$ cat src/rtl/rbs_defs.vh
// Purpose: Constants for the reset and brown-out sequencer
// Assumes: Included by rtl/rbs_reset_seq.v only
// Notes: Register offsets are word indices on the plain register port
`ifndef RBS_DEFS_VH
`define RBS_DEFS_VH

// Register offsets
`define RBS_ADDR_W 2
`define RBS_OFS_BOR_CTRL 2'h0
`define RBS_OFS_CAUSE 2'h1
`define RBS_OFS_STATUS 2'h2

// Brown-out control fields
`define RBS_BC_SW_EN 7
`define RBS_BC_BG_FORCE 6
`define RBS_BC_READY 0
`define RBS_BC_SW_EN_RST 1'b1
`define RBS_BC_BG_FORCE_RST 1'b0

// Reset-cause fields
`define RBS_RC_STK_OVER 7
`define RBS_RC_STK_UNDER 6
`define RBS_RC_WDT 4
`define RBS_RC_EXT 3
`define RBS_RC_RI 2
`define RBS_RC_POR 1
`define RBS_RC_BOR 0
`define RBS_RC_WMASK 8'hdf
`define RBS_RC_POR_VAL 8'h1c

// Status fields
`define RBS_ST_TIMEOUT 4
`define RBS_ST_POWERDOWN 3

// Brown-out mode encodings
`define RBS_MODE_OFF 2'h0
`define RBS_MODE_SW 2'h1
`define RBS_MODE_NOSLEEP 2'h2
`define RBS_MODE_ON 2'h3

// Timing
`define RBS_CLK_KHZ 10000
`define RBS_POWERUP_DELAY_TIMER_US 64000
`define RBS_POWERUP_DELAY_TIMER_CYCLES (`RBS_POWERUP_DELAY_TIMER_US * `RBS_CLK_KHZ / 1000)
`define RBS_START_CYCLES 10
`define RBS_PIN_FILT_CYCLES 3

// Vectors
`define RBS_RESET_VEC 16'h0000
`define RBS_IRQ_VEC 16'h0004

`endif

$ cat src/rtl/rbs_reset_seq.v
// Purpose: Reset source combiner, power-up delay, brown-out control and reset-cause flags
// Assumes: All inputs but rst_b synchronous to clk_sys; analog detectors supply digital levels
// Notes: The core runs only while core_reset_b is high
`timescale 1ns/1ps
`include "rbs_defs.vh"

// Function
// - Mode 01: software bit switches brown-out
// - Protection starts when ready; sleep-independent
// - Software enable bit 7, resets to one
// - Bandgap force bit 6, modes 10/01
// - Ready bit 0 read-only; bits 5-1 zero
// - Low-power detector resets, updates brown-out flag
// - Low-power detector enabled by config bit
// - Pin reset enabled by enable or LOW_VOLTAGE_PROG_CFG
// - Low pin holds reset, glitch filtered, pull-up
// - Pin is never driven low
// - Disabled pin is input, software pull-up
// - Watchdog timeout resets, updates timeout/powerdown
// - Reset instruction resets, clears its flag
// - Stack fault resets only when enabled
// - Programming-mode exit acts as power-on
// - Start waits for timer and pin release
// - Timer independent; ten cycles after late pin
// - Power-on loads flags 00 110x, status 11
// - Pin reset clears pin flag; sleep case
// - Watchdog reset versus watchdog wake-up
// - Interrupt wake continues, optional vector request
// - Stack resets set their flag only
// - Power-up timer nominal 64 ms, enable low
// - Hardware clears cause flags except stack flags, which it sets; firmware sets
module rbs_reset_seq #(
	parameter POWERUP_DELAY_TIMER_CYCLES = `RBS_POWERUP_DELAY_TIMER_CYCLES,
	parameter START_CYCLES = `RBS_START_CYCLES,
	parameter FILT_CYCLES = `RBS_PIN_FILT_CYCLES
) (
	input wire clk_sys,
	input wire rst_b,
	input wire [`RBS_ADDR_W-1:0] reg_addr,
	input wire [7:0] reg_wdata,
	input wire reg_wr,
	input wire reg_rd,
	output reg [7:0] reg_rdata,
	input wire [1:0] brownout_mode_cfg,
	input wire powerup_delay_en_n,
	input wire ext_reset_pin_en,
	input wire low_voltage_prog_cfg,
	input wire lowpower_brownout_en,
	input wire stack_fault_reset_en,
	input wire brownout_circuit_ready,
	input wire brownout_vdd_low,
	input wire lowpower_vdd_low,
	input wire prog_mode,
	input wire ext_reset_pin_in,
	input wire sw_pullup_en,
	input wire sleep_active,
	input wire sleep_enter,
	input wire watchdog_clear_instr,
	input wire watchdog_timeout,
	input wire reset_instr,
	input wire stack_over,
	input wire stack_under,
	input wire irq_wake,
	input wire global_irq_enable,
	output wire ext_reset_pin_out,
	output wire ext_reset_pin_oe,
	output wire ext_reset_pin_pullup,
	output reg gpio_pin_in,
	output wire brownout_enable,
	output wire bandgap_force,
	output wire core_reset_b,
	output reg wake_resume,
	output reg wake_irq_vector,
	output wire timeout_flag,
	output wire powerdown_flag,
	output wire [7:0] reset_cause
);

	localparam [2:0] ST_HOLD = 3'h0;
	localparam [2:0] ST_POWERUP_DELAY_TIMER = 3'h1;
	localparam [2:0] ST_PIN = 3'h2;
	localparam [2:0] ST_START = 3'h3;
	localparam [2:0] ST_RUN = 3'h4;
	localparam [19:0] POWERUP_DELAY_TIMER_LAST = POWERUP_DELAY_TIMER_CYCLES - 1;
	localparam [3:0] START_LAST = START_CYCLES - 1;
	localparam [3:0] FILT_LAST = FILT_CYCLES - 1;

	reg rst_meta;
	reg rst_sync;
	reg [2:0] state;
	reg [2:0] next_state;
	reg power_type;
	reg pin_waited;
	reg [19:0] powerup_delay_timer_cnt;
	reg [3:0] start_cnt;
	reg [3:0] filt_cnt;
	reg pin_low_f;
	reg pin_low_d;
	reg bor_trip_d;
	reg lp_trip_d;
	reg prog_d;
	reg sw_brownout_en;
	reg bandgap_force_on;
	reg [7:0] cause;
	reg to_flag;
	reg pd_flag;

	// Two-flop release keeps the asynchronous reset edge off the state logic
	always @(posedge clk_sys or negedge rst_b) begin
		if (!rst_b) begin
			rst_meta <= 1'b0;
			rst_sync <= 1'b0;
		end else begin
			rst_meta <= 1'b1;
			rst_sync <= rst_meta;
		end
	end

	// Brown-out enable per mode; software bit counts only in mode 01
	assign brownout_enable = (brownout_mode_cfg == `RBS_MODE_ON) ||
		((brownout_mode_cfg == `RBS_MODE_NOSLEEP) && !sleep_active) ||
		((brownout_mode_cfg == `RBS_MODE_SW) && sw_brownout_en);
	// Force bit is inert in modes 11 and 00
	assign bandgap_force = bandgap_force_on &&
		((brownout_mode_cfg == `RBS_MODE_NOSLEEP) || (brownout_mode_cfg == `RBS_MODE_SW));

	wire bor_ready = brownout_enable && brownout_circuit_ready;
	// Protection only once ready, and sleep is not a term here in mode 01
	wire bor_trip = bor_ready && brownout_vdd_low;
	wire lp_trip = lowpower_brownout_en && lowpower_vdd_low;
	wire pin_en = ext_reset_pin_en || low_voltage_prog_cfg;
	wire pin_hold = pin_en && pin_low_f;
	wire stack_rst = stack_fault_reset_en && (stack_over || stack_under);
	wire wdt_rst = watchdog_timeout && !sleep_active;
	wire prog_exit = prog_d && !prog_mode;
	wire bor_evt = bor_trip && !bor_trip_d;
	wire lp_evt = lp_trip && !lp_trip_d;
	wire pin_evt = pin_hold && !pin_low_d;
	wire power_evt = bor_evt || lp_evt || prog_exit || prog_mode;
	// Every source except the pin; the pin is tracked apart so the timer runs regardless
	wire src_nopin = bor_trip || lp_trip || prog_mode || prog_exit || wdt_rst ||
		reset_instr || stack_rst;
	// Modes 11 and 10 wait for a ready detector and good supply; 01 and 00 do not
	wire bor_wait = ((brownout_mode_cfg == `RBS_MODE_ON) ||
		(brownout_mode_cfg == `RBS_MODE_NOSLEEP)) && (!bor_ready || brownout_vdd_low);

	// Glitch filter: the pin must read low for FILT_CYCLES samples in a row
	always @(posedge clk_sys or negedge rst_sync) begin
		if (!rst_sync) begin
			filt_cnt <= 4'h0;
			pin_low_f <= 1'b0;
			pin_low_d <= 1'b0;
			bor_trip_d <= 1'b0;
			lp_trip_d <= 1'b0;
			prog_d <= 1'b0;
			gpio_pin_in <= 1'b0;
		end else begin
			if (ext_reset_pin_in) begin
				filt_cnt <= 4'h0;
				pin_low_f <= 1'b0;
			end else if (filt_cnt == FILT_LAST) begin
				pin_low_f <= 1'b1;
			end else begin
				filt_cnt <= filt_cnt + 4'h1;
			end
			pin_low_d <= pin_hold;
			bor_trip_d <= bor_trip;
			lp_trip_d <= lp_trip;
			prog_d <= prog_mode;
			gpio_pin_in <= pin_en ? 1'b0 : ext_reset_pin_in;
		end
	end

	// Input only: a reset never pulls the pin
	assign ext_reset_pin_out = 1'b0;
	assign ext_reset_pin_oe = 1'b0;
	assign ext_reset_pin_pullup = pin_en ? 1'b1 : sw_pullup_en;

	always @* begin
		next_state = state;
		case (state)
			ST_HOLD: begin
				if (!src_nopin)
					next_state = (power_type && !powerup_delay_en_n) ? ST_POWERUP_DELAY_TIMER : ST_PIN;
			end
			ST_POWERUP_DELAY_TIMER: begin
				if (powerup_delay_timer_cnt == POWERUP_DELAY_TIMER_LAST)
					next_state = ST_PIN;
			end
			ST_PIN: begin
				if (!pin_hold && !bor_wait)
					next_state = pin_waited ? ST_START : ST_RUN;
			end
			ST_START: begin
				if (pin_hold)
					next_state = ST_PIN;
				else if (start_cnt == START_LAST)
					next_state = ST_RUN;
			end
			ST_RUN: begin
				if (pin_hold)
					next_state = ST_PIN;
			end
			default: next_state = ST_HOLD;
		endcase
		// Any live source other than the pin overrides the sequence
		if (src_nopin)
			next_state = ST_HOLD;
	end

	always @(posedge clk_sys or negedge rst_sync) begin
		if (!rst_sync) begin
			state <= ST_HOLD;
			power_type <= 1'b1;
			pin_waited <= 1'b0;
			powerup_delay_timer_cnt <= 20'h0;
			start_cnt <= 4'h0;
		end else begin
			state <= next_state;
			if (power_evt)
				power_type <= 1'b1;
			else if (next_state == ST_RUN)
				power_type <= 1'b0;
			// Timer counts whatever the pin does
			if (state == ST_POWERUP_DELAY_TIMER)
				powerup_delay_timer_cnt <= powerup_delay_timer_cnt + 20'h1;
			else
				powerup_delay_timer_cnt <= 20'h0;
			if (state == ST_PIN && pin_hold)
				pin_waited <= 1'b1;
			else if (next_state == ST_RUN)
				pin_waited <= 1'b0;
			if (state == ST_START)
				start_cnt <= start_cnt + 4'h1;
			else
				start_cnt <= 4'h0;
		end
	end

	// Release leaves the core at the reset vector
	assign core_reset_b = (state == ST_RUN);

	// Wake-ups from sleep continue at the next instruction
	always @(posedge clk_sys or negedge rst_sync) begin
		if (!rst_sync) begin
			wake_resume <= 1'b0;
			wake_irq_vector <= 1'b0;
		end else begin
			wake_resume <= sleep_active && core_reset_b && (watchdog_timeout || irq_wake);
			wake_irq_vector <= sleep_active && core_reset_b && !watchdog_timeout &&
				irq_wake && global_irq_enable;
		end
	end

	// Registers and flags; hardware updates come after the software write so they win
	always @(posedge clk_sys or negedge rst_sync) begin
		if (!rst_sync) begin
			sw_brownout_en <= `RBS_BC_SW_EN_RST;
			bandgap_force_on <= `RBS_BC_BG_FORCE_RST;
			cause <= `RBS_RC_POR_VAL;
			to_flag <= 1'b1;
			pd_flag <= 1'b1;
		end else begin
			if (reg_wr && reg_addr == `RBS_OFS_BOR_CTRL) begin
				sw_brownout_en <= reg_wdata[`RBS_BC_SW_EN];
				bandgap_force_on <= reg_wdata[`RBS_BC_BG_FORCE];
			end
			if (reg_wr && reg_addr == `RBS_OFS_CAUSE)
				cause <= reg_wdata & `RBS_RC_WMASK;
			if (watchdog_clear_instr) begin
				to_flag <= 1'b1;
				pd_flag <= 1'b1;
			end
			if (sleep_enter) begin
				to_flag <= 1'b1;
				pd_flag <= 1'b0;
			end
			if (watchdog_timeout) begin
				to_flag <= 1'b0;
				if (sleep_active)
					pd_flag <= 1'b0;
				else
					cause[`RBS_RC_WDT] <= 1'b0;
			end
			if (irq_wake && sleep_active && !watchdog_timeout) begin
				to_flag <= 1'b1;
				pd_flag <= 1'b0;
			end
			if (pin_evt) begin
				cause[`RBS_RC_EXT] <= 1'b0;
				if (sleep_active) begin
					to_flag <= 1'b1;
					pd_flag <= 1'b0;
				end
			end
			if (reset_instr)
				cause[`RBS_RC_RI] <= 1'b0;
			if (stack_fault_reset_en && stack_over)
				cause[`RBS_RC_STK_OVER] <= 1'b1;
			if (stack_fault_reset_en && stack_under)
				cause[`RBS_RC_STK_UNDER] <= 1'b1;
			if (bor_evt || lp_evt) begin
				// Brown-out pattern 00 11u0, status 1 1
				cause[`RBS_RC_STK_OVER] <= 1'b0;
				cause[`RBS_RC_STK_UNDER] <= 1'b0;
				cause[`RBS_RC_EXT] <= 1'b1;
				cause[`RBS_RC_RI] <= 1'b1;
				cause[`RBS_RC_BOR] <= 1'b0;
				to_flag <= 1'b1;
				pd_flag <= 1'b1;
				sw_brownout_en <= `RBS_BC_SW_EN_RST;
				bandgap_force_on <= `RBS_BC_BG_FORCE_RST;
			end
			if (prog_exit) begin
				cause <= `RBS_RC_POR_VAL;
				to_flag <= 1'b1;
				pd_flag <= 1'b1;
				sw_brownout_en <= `RBS_BC_SW_EN_RST;
				bandgap_force_on <= `RBS_BC_BG_FORCE_RST;
			end
		end
	end

	assign timeout_flag = to_flag;
	assign powerdown_flag = pd_flag;
	assign reset_cause = cause;

	// Read data stand one cycle after the strobe, zero otherwise
	always @(posedge clk_sys or negedge rst_sync) begin
		if (!rst_sync) begin
			reg_rdata <= 8'h00;
		end else if (reg_rd) begin
			case (reg_addr)
				`RBS_OFS_BOR_CTRL: reg_rdata <= {sw_brownout_en, bandgap_force_on, 5'h00,
					bor_ready};
				`RBS_OFS_CAUSE: reg_rdata <= cause;
				`RBS_OFS_STATUS: reg_rdata <= {3'h0, to_flag, pd_flag, 3'h0};
				default: reg_rdata <= 8'h00;
			endcase
		end else begin
			reg_rdata <= 8'h00;
		end
	end

endmodule

$ cat config.mk
export PLATFORM = sky130hd
export DESIGN_NAME = rbs_reset_seq
export DESIGN_NICKNAME = d
export VERILOG_FILES = /design/src/rtl/rbs_reset_seq.v
export VERILOG_INCLUDE_DIRS = /design/src /design/src/rtl
export SDC_FILE = /design/constraint.sdc
export NUM_CORES = 1
export LEC_CHECK = 0
export BUFFER_PORTS_ARGS = -buffer_cell sky130_fd_sc_hd__clkbuf_2
export CAP_MARGIN = 20
export CORE_MARGIN = 1.5
export CORE_UTILIZATION = 40
export DETAILED_ROUTE_END_ITERATION = 8
export GPL_TIMING_DRIVEN = 1
export SLEW_MARGIN = 20
export SYNTH_ARGS = -nofsm -noshare
export SYNTH_HDL_FRONTEND = slang
export SYNTH_SLANG_ARGS = --single-unit
$ cat constraint.sdc
create_clock -name clk_sys -period 4.52 [get_ports clk_sys]
set_clock_uncertainty 0.2 [all_clocks]
set_input_delay 0.226 -clock clk_sys [delete_from_list [all_inputs] [get_ports clk_sys]]
set_output_delay 0.226 -clock clk_sys [all_outputs]
set_load 0.005 [all_outputs]
# [Word level (Yosys, flattened, before mapping)]
# Index checks and enable logic that the tools add are counted.
[word_totals] output_inout_bits=27 in_bits=36 reg_bits=63
[op_classes] reduce_logical=67 n_addsub=3 muxes=56 n_eq_ne=14
[ops] op="$mux W1" count=37
[ops] op="$logic_and A1 B1 Y1" count=28
[ops] op="$mux W8" count=3
[ops] op="$pmux W8 S3" count=1
[ops] op="$mux W3" count=7
[ops] op="$add A20 B1 Y20 const B" count=1
[ops] op="$eq A20 B20 Y1 const B" count=1
[ops] op="$mux W20" count=1
[ops] op="$logic_or A1 B1 Y1" count=17
[ops] op="$reduce_bool A4 Y1" count=4
[ops] op="$pmux W3 S5" count=1
[ops] op="$mux W4" count=3
[ops] op="$logic_not A1 Y1" count=10
[ops] op="$add A4 B1 Y4 const B" count=2
[ops] op="$reduce_bool A2 Y1" count=4
[ops] op="$eq A2 B2 Y1 const B" count=3
[ops] op="$eq A3 B2 Y1 const B" count=2
[ops] op="$eq A3 B3 Y1 const B" count=2
[ops] op="$mux W2" count=3
[ops] op="$reduce_bool A3 Y1" count=2
[ops] op="$eq A2 B1 Y1 const B" count=2
[ops] op="$eq A4 B2 Y1 const B" count=1
[ops] op="$eq A4 B4 Y1 const B" count=1
[ops] op="$eq A3 B1 Y1 const B" count=1
[ops] op="other kinds (3)" count=3

# [Depth between registers and ports, before layout]
# Gate-level depths: netlist of run 1.
[logic_depth] depth_word=16 mapped_depth=6

# [Worst setup path after synthesis of run 1]
# No wires, ideal clock.
[synth_timing] kind="in2reg" from="in brownout_mode_cfg[1]" to="reg power_type" arrival_ns=1.496 setup_slack_ns=2.739 n_path_buf=0 required_ns=4.234 path_stages=6 setup_time_ns=0.086 path_cell_list="inv_1 ha_1 a21oi_2 a21oi_1 o41a_1 a2111o_1"
[synth_via] elab_chain_cells=15
[synth_lines] element="start, declared" line="rbs_reset_seq.v:44" source="input wire [1:0] brownout_mode_cfg,"
[synth_lines] element="$eq A2 B2 Y1 (no source line)"
[synth_lines] element="$logic_and A1 B1 Y1" line="rbs_reset_seq.v:121" source="((brownout_mode_cfg == `RBS_MODE_NOSLEEP) && !sleep_active) ||"
[synth_lines] element="$logic_or A1 B1 Y1" line="rbs_reset_seq.v:120" source="assign brownout_enable = (brownout_mode_cfg == `RBS_MODE_ON) ||"
[synth_lines] element="$logic_or A1 B1 Y1 (*)" line="rbs_reset_seq.v:120"
[synth_lines] element="$logic_and A1 B1 Y1 (*)" line="rbs_reset_seq.v:127" source="wire bor_ready = brownout_enable && brownout_circuit_ready;"
[synth_lines] element="$logic_and A1 B1 Y1 (*)" line="rbs_reset_seq.v:129" source="wire bor_trip = bor_ready && brownout_vdd_low;"
[synth_lines] element="named net bor_trip" line="rbs_reset_seq.v:129"
[synth_lines] element="$logic_or A1 B1 Y1 (5 in series)" line="rbs_reset_seq.v:141" source="wire src_nopin = bor_trip || lp_trip || prog_mode || prog_exit || wdt_rst ||"
[synth_lines] element="$logic_or A1 B1 Y1" line="rbs_reset_seq.v:142" source="reset_instr || stack_rst;"
[synth_lines] element="$mux W3" line="rbs_reset_seq.v:207" source="if (src_nopin)"
[synth_lines] element="$eq A3 B3 Y1" line="rbs_reset_seq.v:222" source="else if (next_state == ST_RUN)"
[synth_lines] element="$reduce_bool A2 Y1 (no source line)"
[synth_lines] element="end signal, assigned" line="rbs_reset_seq.v:214" source="power_type <= 1'b1;"
[synth_lines] element="end signal, assigned" line="rbs_reset_seq.v:221" source="power_type <= 1'b1;"
[synth_lines] element="end signal, assigned" line="rbs_reset_seq.v:223" source="power_type <= 1'b0;"
[synth_lines] element="end, declared" line="rbs_reset_seq.v:92" source="reg power_type;"
# The timed path passes the listed nets; every way through them passes the cells marked *.
# A chain may end at the register's enable or synchronous reset.

# [Final worst setup path of run 1]
[layout_timing] from="reg sw_brownout_en" to="reg cause[2], in the netlist reset_cause[2]"
[layout_via] elab_chain_cells=8
[layout_lines] element="start, declared" line="rbs_reset_seq.v:102" source="reg sw_brownout_en;"
[layout_lines] element="start signal, assigned" line="rbs_reset_seq.v:258" source="sw_brownout_en <= `RBS_BC_SW_EN_RST;"
[layout_lines] element="start signal, assigned" line="rbs_reset_seq.v:265" source="sw_brownout_en <= reg_wdata[`RBS_BC_SW_EN];"
[layout_lines] element="start signal, assigned" line="rbs_reset_seq.v:311" source="sw_brownout_en <= `RBS_BC_SW_EN_RST;"
[layout_lines] element="$logic_and A1 B1 Y1 (*)" line="rbs_reset_seq.v:122" source="((brownout_mode_cfg == `RBS_MODE_SW) && sw_brownout_en);"
[layout_lines] element="$logic_or A1 B1 Y1 (*)" line="rbs_reset_seq.v:120"
[layout_lines] element="$logic_and A1 B1 Y1 (*)" line="rbs_reset_seq.v:127"
[layout_lines] element="$logic_and A1 B1 Y1 (*)" line="rbs_reset_seq.v:129"
[layout_lines] element="named net bor_trip" line="rbs_reset_seq.v:129"
[layout_lines] element="$logic_and A1 B1 Y1 (*)" line="rbs_reset_seq.v:136" source="wire bor_evt = bor_trip && !bor_trip_d;"
[layout_lines] element="$logic_or A1 B1 Y1 (*)" line="rbs_reset_seq.v:302" source="if (bor_evt || lp_evt) begin"
[layout_lines] element="$mux W2" line="rbs_reset_seq.v:302"
[layout_lines] element="$mux W8" line="rbs_reset_seq.v:314" source="if (prog_exit) begin"
[layout_lines] element="end signal, assigned" line="rbs_reset_seq.v:260" source="cause <= `RBS_RC_POR_VAL;"
[layout_lines] element="end signal, assigned" line="rbs_reset_seq.v:269" source="cause <= reg_wdata & `RBS_RC_WMASK;"
[layout_lines] element="end signal, assigned" line="rbs_reset_seq.v:315" source="cause <= `RBS_RC_POR_VAL;"
[layout_lines] element="end, declared" line="rbs_reset_seq.v:104" source="reg [7:0] cause;"
# Marks and branches as above.

==> metrics.md, run 1 <==
| Metric | Value |
|---|---|
| Post-DP HPWL | 4500 um |
| Hold WS | 0.0193 ns |
| Final RePlAce weighted congestion | 0.740 |
| Leak pwr | 1.79 nW |
| Flop pwr share | 49.4% |
| Deepest clock path buffer count | 2 |
| Rows | 31 |
| Cell mode on critical path | a21oi_1 |
| Die height | 90.0 um |
| Area leader, netlist | dfrtp_1 |
| Kind of critical path | reg -> reg |
| Top post-synthesis cells by area | dfrtp_1 (45%), dfstp_2 (6.1%), nor2_1 (4.3%) |
| Comb power frac | 13.6% |
| Sink Count | 62 |
| Post-Synthesis Cells | 295 |
| CTS tree | built |
| Fillers | 676 |
| Die area | 0.00810 mm2 |
| Distinct cells, synth | 54 |
| Post-Syn Area | 0.00303 mm2 |
| Final Hold Fails | 0 |
| Die Wd | 90.0 um |
| Seq cells post-synth | 62 |
| Internal power | 0.931 mW |
| First DRT Iteration DRCs | 149 |
| Aggregate global-route resource usage | 16.9% |
| Final net count | 427 |
| Crit path cell chain | a21oi_2, a21oi_1, a21oi_1, o21ai_0, dlygate4sd3_1 |
| Clk root buf | clkbuf_8 |
| Worst skew pair latency | 0.33 ns |
| Worst slew margin | 50.3% |
| Post-CTS Setup Bufs | 0 |
| CP Data Arrival Time | 2.26 ns |
| Vias in the first global route | 2,423 |
| Initial antenna violation count | 0 |
| Post-synth EDFFs | 0 |
| Async SR Flop Fraction | 100% |
| Final wirelength | 6360 um |
| Largest net degree at the start of global routing | 49 |
| Worst Hold Class | in -> reg |
| Diodes inserted | 0 |
| Power Dens Cells | 328 mW/mm2 |
| Final period util | 48.3% |
| Final Slew Violations | 0 |
| YS warnings | 0 |
| Setup TNS | 0 ns |
| Synth cell count leaders | dfrtp_1 (55), nor2_1 (35), nand2_1 (16) |
| Tmin final | 2.18 ns |
| # port buffers | 58 |
| Unrepaired setup endpoints after global routing | false |
| Switching power total | 0.332 mW |
| Mapped Avg Cell Area | 10.3 um2 |
| Peak supply drop | 275 uV |
| Core area | 0.00729 mm2 |
| Count leader, synth | dfrtp_1 |
| Sw Ratio | 26.3% |
| Wire length per cell | 13.1 um |
| Post-CTS sizing | 0 |
| Max_cap viols | 0 |
| First-pass GRT wire length | 11,000 um |
| Drt first pass iters | 4 |
| Via density | 4.97 |
| Clock power share | 37.0% |
| # IOs | 63 |
| Post-synth top area share | 45.5% |
| DRC viols | 0 |
| Startpoint types | flop |
| CTS Buf Count | 9 |
| WP data required | 4.60 ns |
| CTS H-tree depth | 3 |
| CP max FO | 6 |
| Slew @ Worst Pin | 0.743 ns |
| Overflow after GRT | 0 |
| CTS clk-pin slew, worst paths | 0.07 ns |
| Outcome | completed |
| Initial Utilization | 41.5% |
| # setup viols final | 0 |
| Post-synthesis sequential area ratio | 51.6% |
| Setup crit end kind | flop |
| Most frequently used flop master after synthesis | dfrtp_1 |
| Via count of the routed design | 2,422 |
| CP max stage delay | 0.57 ns |
| Reg2Reg Setup Slack | 2.34 ns |
| Layout area overhead | 27.1% |
| Max Clock Freq | 0.458 GHz |
| Critical path's slowest cell | dlygate4sd3_1 |
| Fraction of layout cells with a size suffix above 1 | 24.5% |
| Post-route ant nets | 0 |
-- metrics by stage --
| stage | worst slack (ns) | total power, mW | area, um2 | cells | util, % |
|---|---|---|---|---|---|
| finish | 2.34 | 1.26 | 3850 | 487 | 52.7 |
| global route | 2.22 | 1.33 | 3850 | 487 | 52.7 |
| CTS | 2.34 | 1.28 | 3850 | 487 | 52.7 |
| detailed placement | 2.48 | 0.788 | 3410 | 446 | 46.7 |
| global placement | 2.52 | 0.785 | 3410 | 446 | 46.7 |
| floorplan | 2.48 | 0.728 | 3040 | 298 | - |
-- sequential cells by signal, indices dropped and copies added (netlist names), 3 cells and up --
name and count:
filt_cnt 4, powerup_delay_timer_cnt 20, reg_rdata 8, reset_cause 7
start_cnt 4, state 3
-- logic make-up after synthesis --
group / count (synthesis) / share of synthesized area (%)
XOR/XNOR: 13 / 3.76
AND/OR/NAND/NOR: 123 / 22.3
adder cells (fa/ha/maj): 8 / 3.31
multiplexers: 11 / 3.68
other: 2 / 0.248
flip-flops: 62 / 51.6
buffers and inverters: 23 / 3.43
AO/OA/AOI/OAI: 53 / 11.7
-- final timing paths --
kind                            cells past startpoint                    endpoint                  startpoint
worst max register to register                      5  reset_cause[2]$_DFFE_PN1P_  sw_brownout_en$_DFFE_PN1P_
worst max-delay path                                5  reset_cause[2]$_DFFE_PN1P_  sw_brownout_en$_DFFE_PN1P_
worst min register to register                      0    powerdown_flag$_DFF_PN1_          rst_sync$_DFF_PN0_
min in group asynchronous                           0    powerdown_flag$_DFF_PN1_          rst_sync$_DFF_PN0_
max in group asynchronous                           1       pin_low_f$_DFFE_PN0P_          rst_sync$_DFF_PN0_
worst min-delay path                                3  reset_cause[6]$_DFFE_PN0P_        stack_fault_reset_en
-- power by group through the flow --
stage          combinational [mW]  clock, mW  sequential [mW]
2_1_floorplan              0.0918          0            0.636
3_3_place_gp                0.151          0            0.634
3_5_place_dp                0.153          0            0.635
4_1_cts                     0.173      0.484            0.624
5_1_grt                     0.195      0.503            0.629
6_report                    0.172      0.467            0.624
-- cells in the final DEF (no fill, tap or decap), drive strengths merged, types with 5 or more instances in the layout --
| cell | n |
|---|---|
| conb | 5 |
| ha | 8 |
| o21ai | 11 |
| dfstp | 7 |
| clkbuf | 68 |
| xor2 | 10 |
| nand2b | 10 |
| nand2 | 16 |
| dlygate4sd3 | 25 |
| nor2 | 35 |
| nand4 | 7 |
| nand3b | 5 |
| nand3 | 13 |
| nor2b | 5 |
| a21oi | 16 |
| mux2i | 10 |
| dfrtp | 55 |
| inv | 13 |
-- critical path: cells and delay by family (launching register included) --
| family | cells | cell delay, ns |
|---|---|---|
| flip-flops | 1 | 0.55 |
| AO/OA/AOI/OAI | 4 | 0.81 |
| buffers and inverters | 1 | 0.57 |
-- repair_timing --
item                                    CTS  global route
endpoints found under the hold margin    35             0
endpoints found under the setup margin    0             0
hold buffers                             25             0
-- cell type report --
cell class              instances  area, um2  area share, %
clock inverters                 6       62.6           1.63
inverters                      13       48.8           1.27
repair buffers                 84        548           14.2
flip-flops and latches         62       1560           40.6
well taps                      99        124           3.22
multi-input cells             213       1370           35.7
clock buffers                  10        128           3.32
-- routing by layer --
metal	up-vias	wire [um]	track usage, %
met5	-	0	0
met4	0	100	7.41
met3	9	278	3.64
met2	63	2970	27.0
met1	1136	3010	22.1
li1	1214	-	-
Note: power is estimated with default switching activity, not from simulation.
==> inputs of run 2 (changes only) <==
--- a/config.mk
+++ b/config.mk
@@ -6,6 +6,7 @@
 export SDC_FILE = /design/constraint.sdc
 export NUM_CORES = 1
 export LEC_CHECK = 0
+export ABC_AREA = 1
 export BUFFER_PORTS_ARGS = -buffer_cell sky130_fd_sc_hd__clkbuf_2
 export CAP_MARGIN = 20
 export CORE_MARGIN = 1.5
==> constraint.sdc (replaced) <==
create_clock -name clk_sys -period 2.2 [get_ports clk_sys]
set_clock_uncertainty 0.2 [all_clocks]
set_input_delay 0.11 -clock clk_sys [delete_from_list [all_inputs] [get_ports clk_sys]]
set_output_delay 0.11 -clock clk_sys [all_outputs]
set_load 0.005 [all_outputs]
==> run 2 against run 1 <==
Against the previous run:
- sequential share of layout area down 3.5 points
- synthesized cell count up 32%
- core utilization up 2.0 points
- routed wire length up 16%
- non-clock buffer count up 20
- total power up 100%
- global-route usage up 1.9 points
- critical endpoint is now bandgap_force_on$_DFFE_PN0P_
==> metrics.md, run 2 <==
| Metric | Value |
|---|---|
| Outcome | completed |
| # setup viols final | 0 |
| Slew @ Worst Pin | 0.523 ns |
| Drt first pass iters | 4 |
| Wire length per cell | 12.1 um |
| Clk root buf | clkbuf_8 |
| # port buffers | 58 |
| Async SR Flop Fraction | 100% |
| Power Dens Cells | 613 mW/mm2 |
| Post-synth top area share | 43.8% |
| Rows | 32 |
| Design Area, Final | 0.00421 mm2 |
| Final RePlAce weighted congestion | 0.780 |
| Fraction of layout cells with a size suffix above 1 | 21.1% |
| Max_cap viols | 0 |
| Aggregate global-route resource usage | 18.8% |
| Initial antenna violation count | 0 |
| Vias in the first global route | 2,845 |
| Synth cell count leaders | nand2_1 (80), nor2_1 (61), dfrtp_1 (55) |
| Die Wd | 91.7 um |
| Top post-synthesis cells by area | dfrtp_1 (44%), nand2_1 (9.5%), nor2_1 (7.3%) |
| # IOs | 63 |
| First-pass GRT wire length | 12,500 um |
| Area leader, netlist | dfrtp_1 |
| Cell Area, Placed | 0.00356 mm2 |
| Core area | 0.00769 mm2 |
| Critical path's slowest cell | dlygate4sd3_1 |
| Post-synthesis sequential area ratio | 49.6% |
| Worst Hold Class | reg -> async |
| CP max stage delay | 0.55 ns |
| Overflow after GRT | 0 |
| Max Clock Freq | 0.495 GHz |
| Area of the multi-input gates | 0.00135 mm2 |
| Setup crit end kind | flop |
| Initial Utilization | 40.9% |
| Count leader, synth | nand2_1 |
| Setup TNS | 0 ns |
| CP max FO | 6 |
| Seq cells post-synth | 62 |
| Worst skew pair latency | 0.34 ns |
| Post-DP HPWL | 5130 um |
| Most common cell after layout, fill and taps aside | nand2_1 |
| Final net count | 545 |
| Via density | 4.63 |
| Layout area overhead | 33.7% |
| Kind of critical path | reg -> reg |
| YS warnings | 0 |
| CTS H-tree depth | 3 |
| Final Hold Fails | 0 |
| Final Slew Violations | 0 |
| Die height | 91.7 um |
| DRC viols | 0 |
| CTS Buf Count | 9 |
| Max FFs per register | 20 |
| Post-Synthesis Cells | 388 |
| Leak pwr | 2.09 nW |
| Distinct cells, synth | 37 |
| Most frequent cells in the layout | nand2_1 (79), nor2_1 (60), clkbuf_2 (58), dfrtp_1 (54), inv_1 (53) |
| Startpoint types | flop |
| Post-route ant nets | 0 |
| Crit path cell chain | nand2_1, nand3_2, nand3_1, inv_2, nand2_1, nand2_2, a21oi_1, dlygate4sd3_1 |
| Sink Count | 62 |
| Mapped Avg Cell Area | 8.11 um2 |
| WP data required | 2.22 ns |
| Post-Syn Area | 0.00315 mm2 |
| CP Data Arrival Time | 2.04 ns |
| Final wirelength | 7360 um |
| Unrepaired setup endpoints after global routing | false |
| CTS tree | built |
| Most frequently used flop master after synthesis | dfrtp_1 |
| Peak supply drop | 457 uV |
| CTS clk-pin slew, worst paths | 0.07 ns |
| First DRT Iteration DRCs | 127 |
| Largest Register | powerup_delay_timer_cnt |
| Post-CTS Setup Bufs | 0 |
| Via count of the routed design | 2,818 |
| Diodes inserted | 0 |
| Tmin final | 2.02 ns |
| Post-synth EDFFs | 0 |
| Die area | 0.00841 mm2 |
| Largest net degree at the start of global routing | 44 |
| Worst slew margin | 65.0% |
| Fillers | 747 |
| Cell mode on critical path | nand2_1 |
| Final period util | 91.9% |
| Deepest clock path buffer count | 2 |
| Sequential Area | 0.00156 mm2 |
## run 2: changes by cell type in the layout (fill, tap and decap cells not counted), moves of 10 or more
cell,delta
nor2_1,+25
mux2i_1,-10
dlygate4sd3_1,+20
nand2_1,+63
nand3_1,+18
nand2b_1,-10
inv_1,+40
## run 2: what timing repair did
item,in CTS,in global routing
setup endpoints to repair,0,1
gates resized for setup,0,2
hold buffers,46,0
endpoints found under the hold margin,34,0
## run 2: kinds of logic after synthesis
family	synth area share, %
AOI/OAI and AO/OA	8.15
xor gates and xnor gates	1.67
adders and majority gates	3.18
buffers and inverters	8.03
DFF	49.6
other	0.239
and+or+nand+nor	29.1
## run 2: final cells by class
class / count / share of cell area (%)
Clock buffer: 13 / 4.02
Sequential cell: 62 / 37.1
Clock inverter: 3 / 0.416
Timing Repair Buffer: 104 / 18.1
Tap cell: 102 / 3.03
Inverter: 59 / 5.26
Multi-Input combinational cell: 265 / 32.1
## run 2: where the power goes
group	leakage, nW	total, mW	switching, mW	internal [mW]
Combinational	1.18	0.361	0.188	0.173
Sequential	0.820	1.27	0.0561	1.22
Clock	0.0954	0.942	0.444	0.498
## run 2: worst paths after layout
path                                            startpoint                      endpoint  slack (ns)  cells after the start
worst min register to register          rst_sync$_DFF_PN0_         gpio_pin_in$_DFF_PN0_       0.006                      0
max in group asynchronous               rst_sync$_DFF_PN0_        power_type$_DFFE_PN1P_        1.14                      1
worst min-delay path                    rst_sync$_DFF_PN0_         gpio_pin_in$_DFF_PN0_       0.006                      0
min in group clk_sys                  stack_fault_reset_en            state[1]$_DFF_PN0_        0.08                      8
worst max register to register  sw_brownout_en$_DFFE_PN1P_  bandgap_force_on$_DFFE_PN0P_        0.18                      8
worst max-delay path            sw_brownout_en$_DFFE_PN1P_  bandgap_force_on$_DFFE_PN0P_        0.18                      8
## run 2: stage by stage
| step | worst slack [ns] | power (mW) | cells | hold WS (ns) | util [%] |
|---|---|---|---|---|---|
| after CTS | 0.0127 | 2.61 | 609 | 0.0299 | 54.8 |
| after detailed placement | 0.397 | 1.59 | 547 | -0.302 | 46.4 |
| after global routing | 0.0561 | 2.72 | 608 | 0.0611 | 54.7 |
| after floorplan | 0.158 | 1.47 | 391 | -0.386 | - |
| after global placement | 0.420 | 1.58 | 547 | -0.302 | 46.4 |
| final | 0.179 | 2.58 | 608 | 0.00626 | 54.7 |
## run 2: layer usage
| layer | global-route usage [%] | wire (um) | vias up |
|---|---|---|---|
| met4 | 7.29 | 102 | 0 |
| met1 | 23.5 | 3420 | 1305 |
| met3 | 3.07 | 252 | 9 |
| li1 | - | - | 1453 |
| met2 | 32.5 | 3590 | 51 |
| met5 | 0 | 0 | - |
## run 2: worst max-delay path: cells and delay by family (launching register included)
kind                   cells  cell delay (ns)
buffers and inverters      2             0.64
DFF                        1             0.53
and+or+nand+nor            5             0.47
AOI/OAI and AO/OA          1             0.05
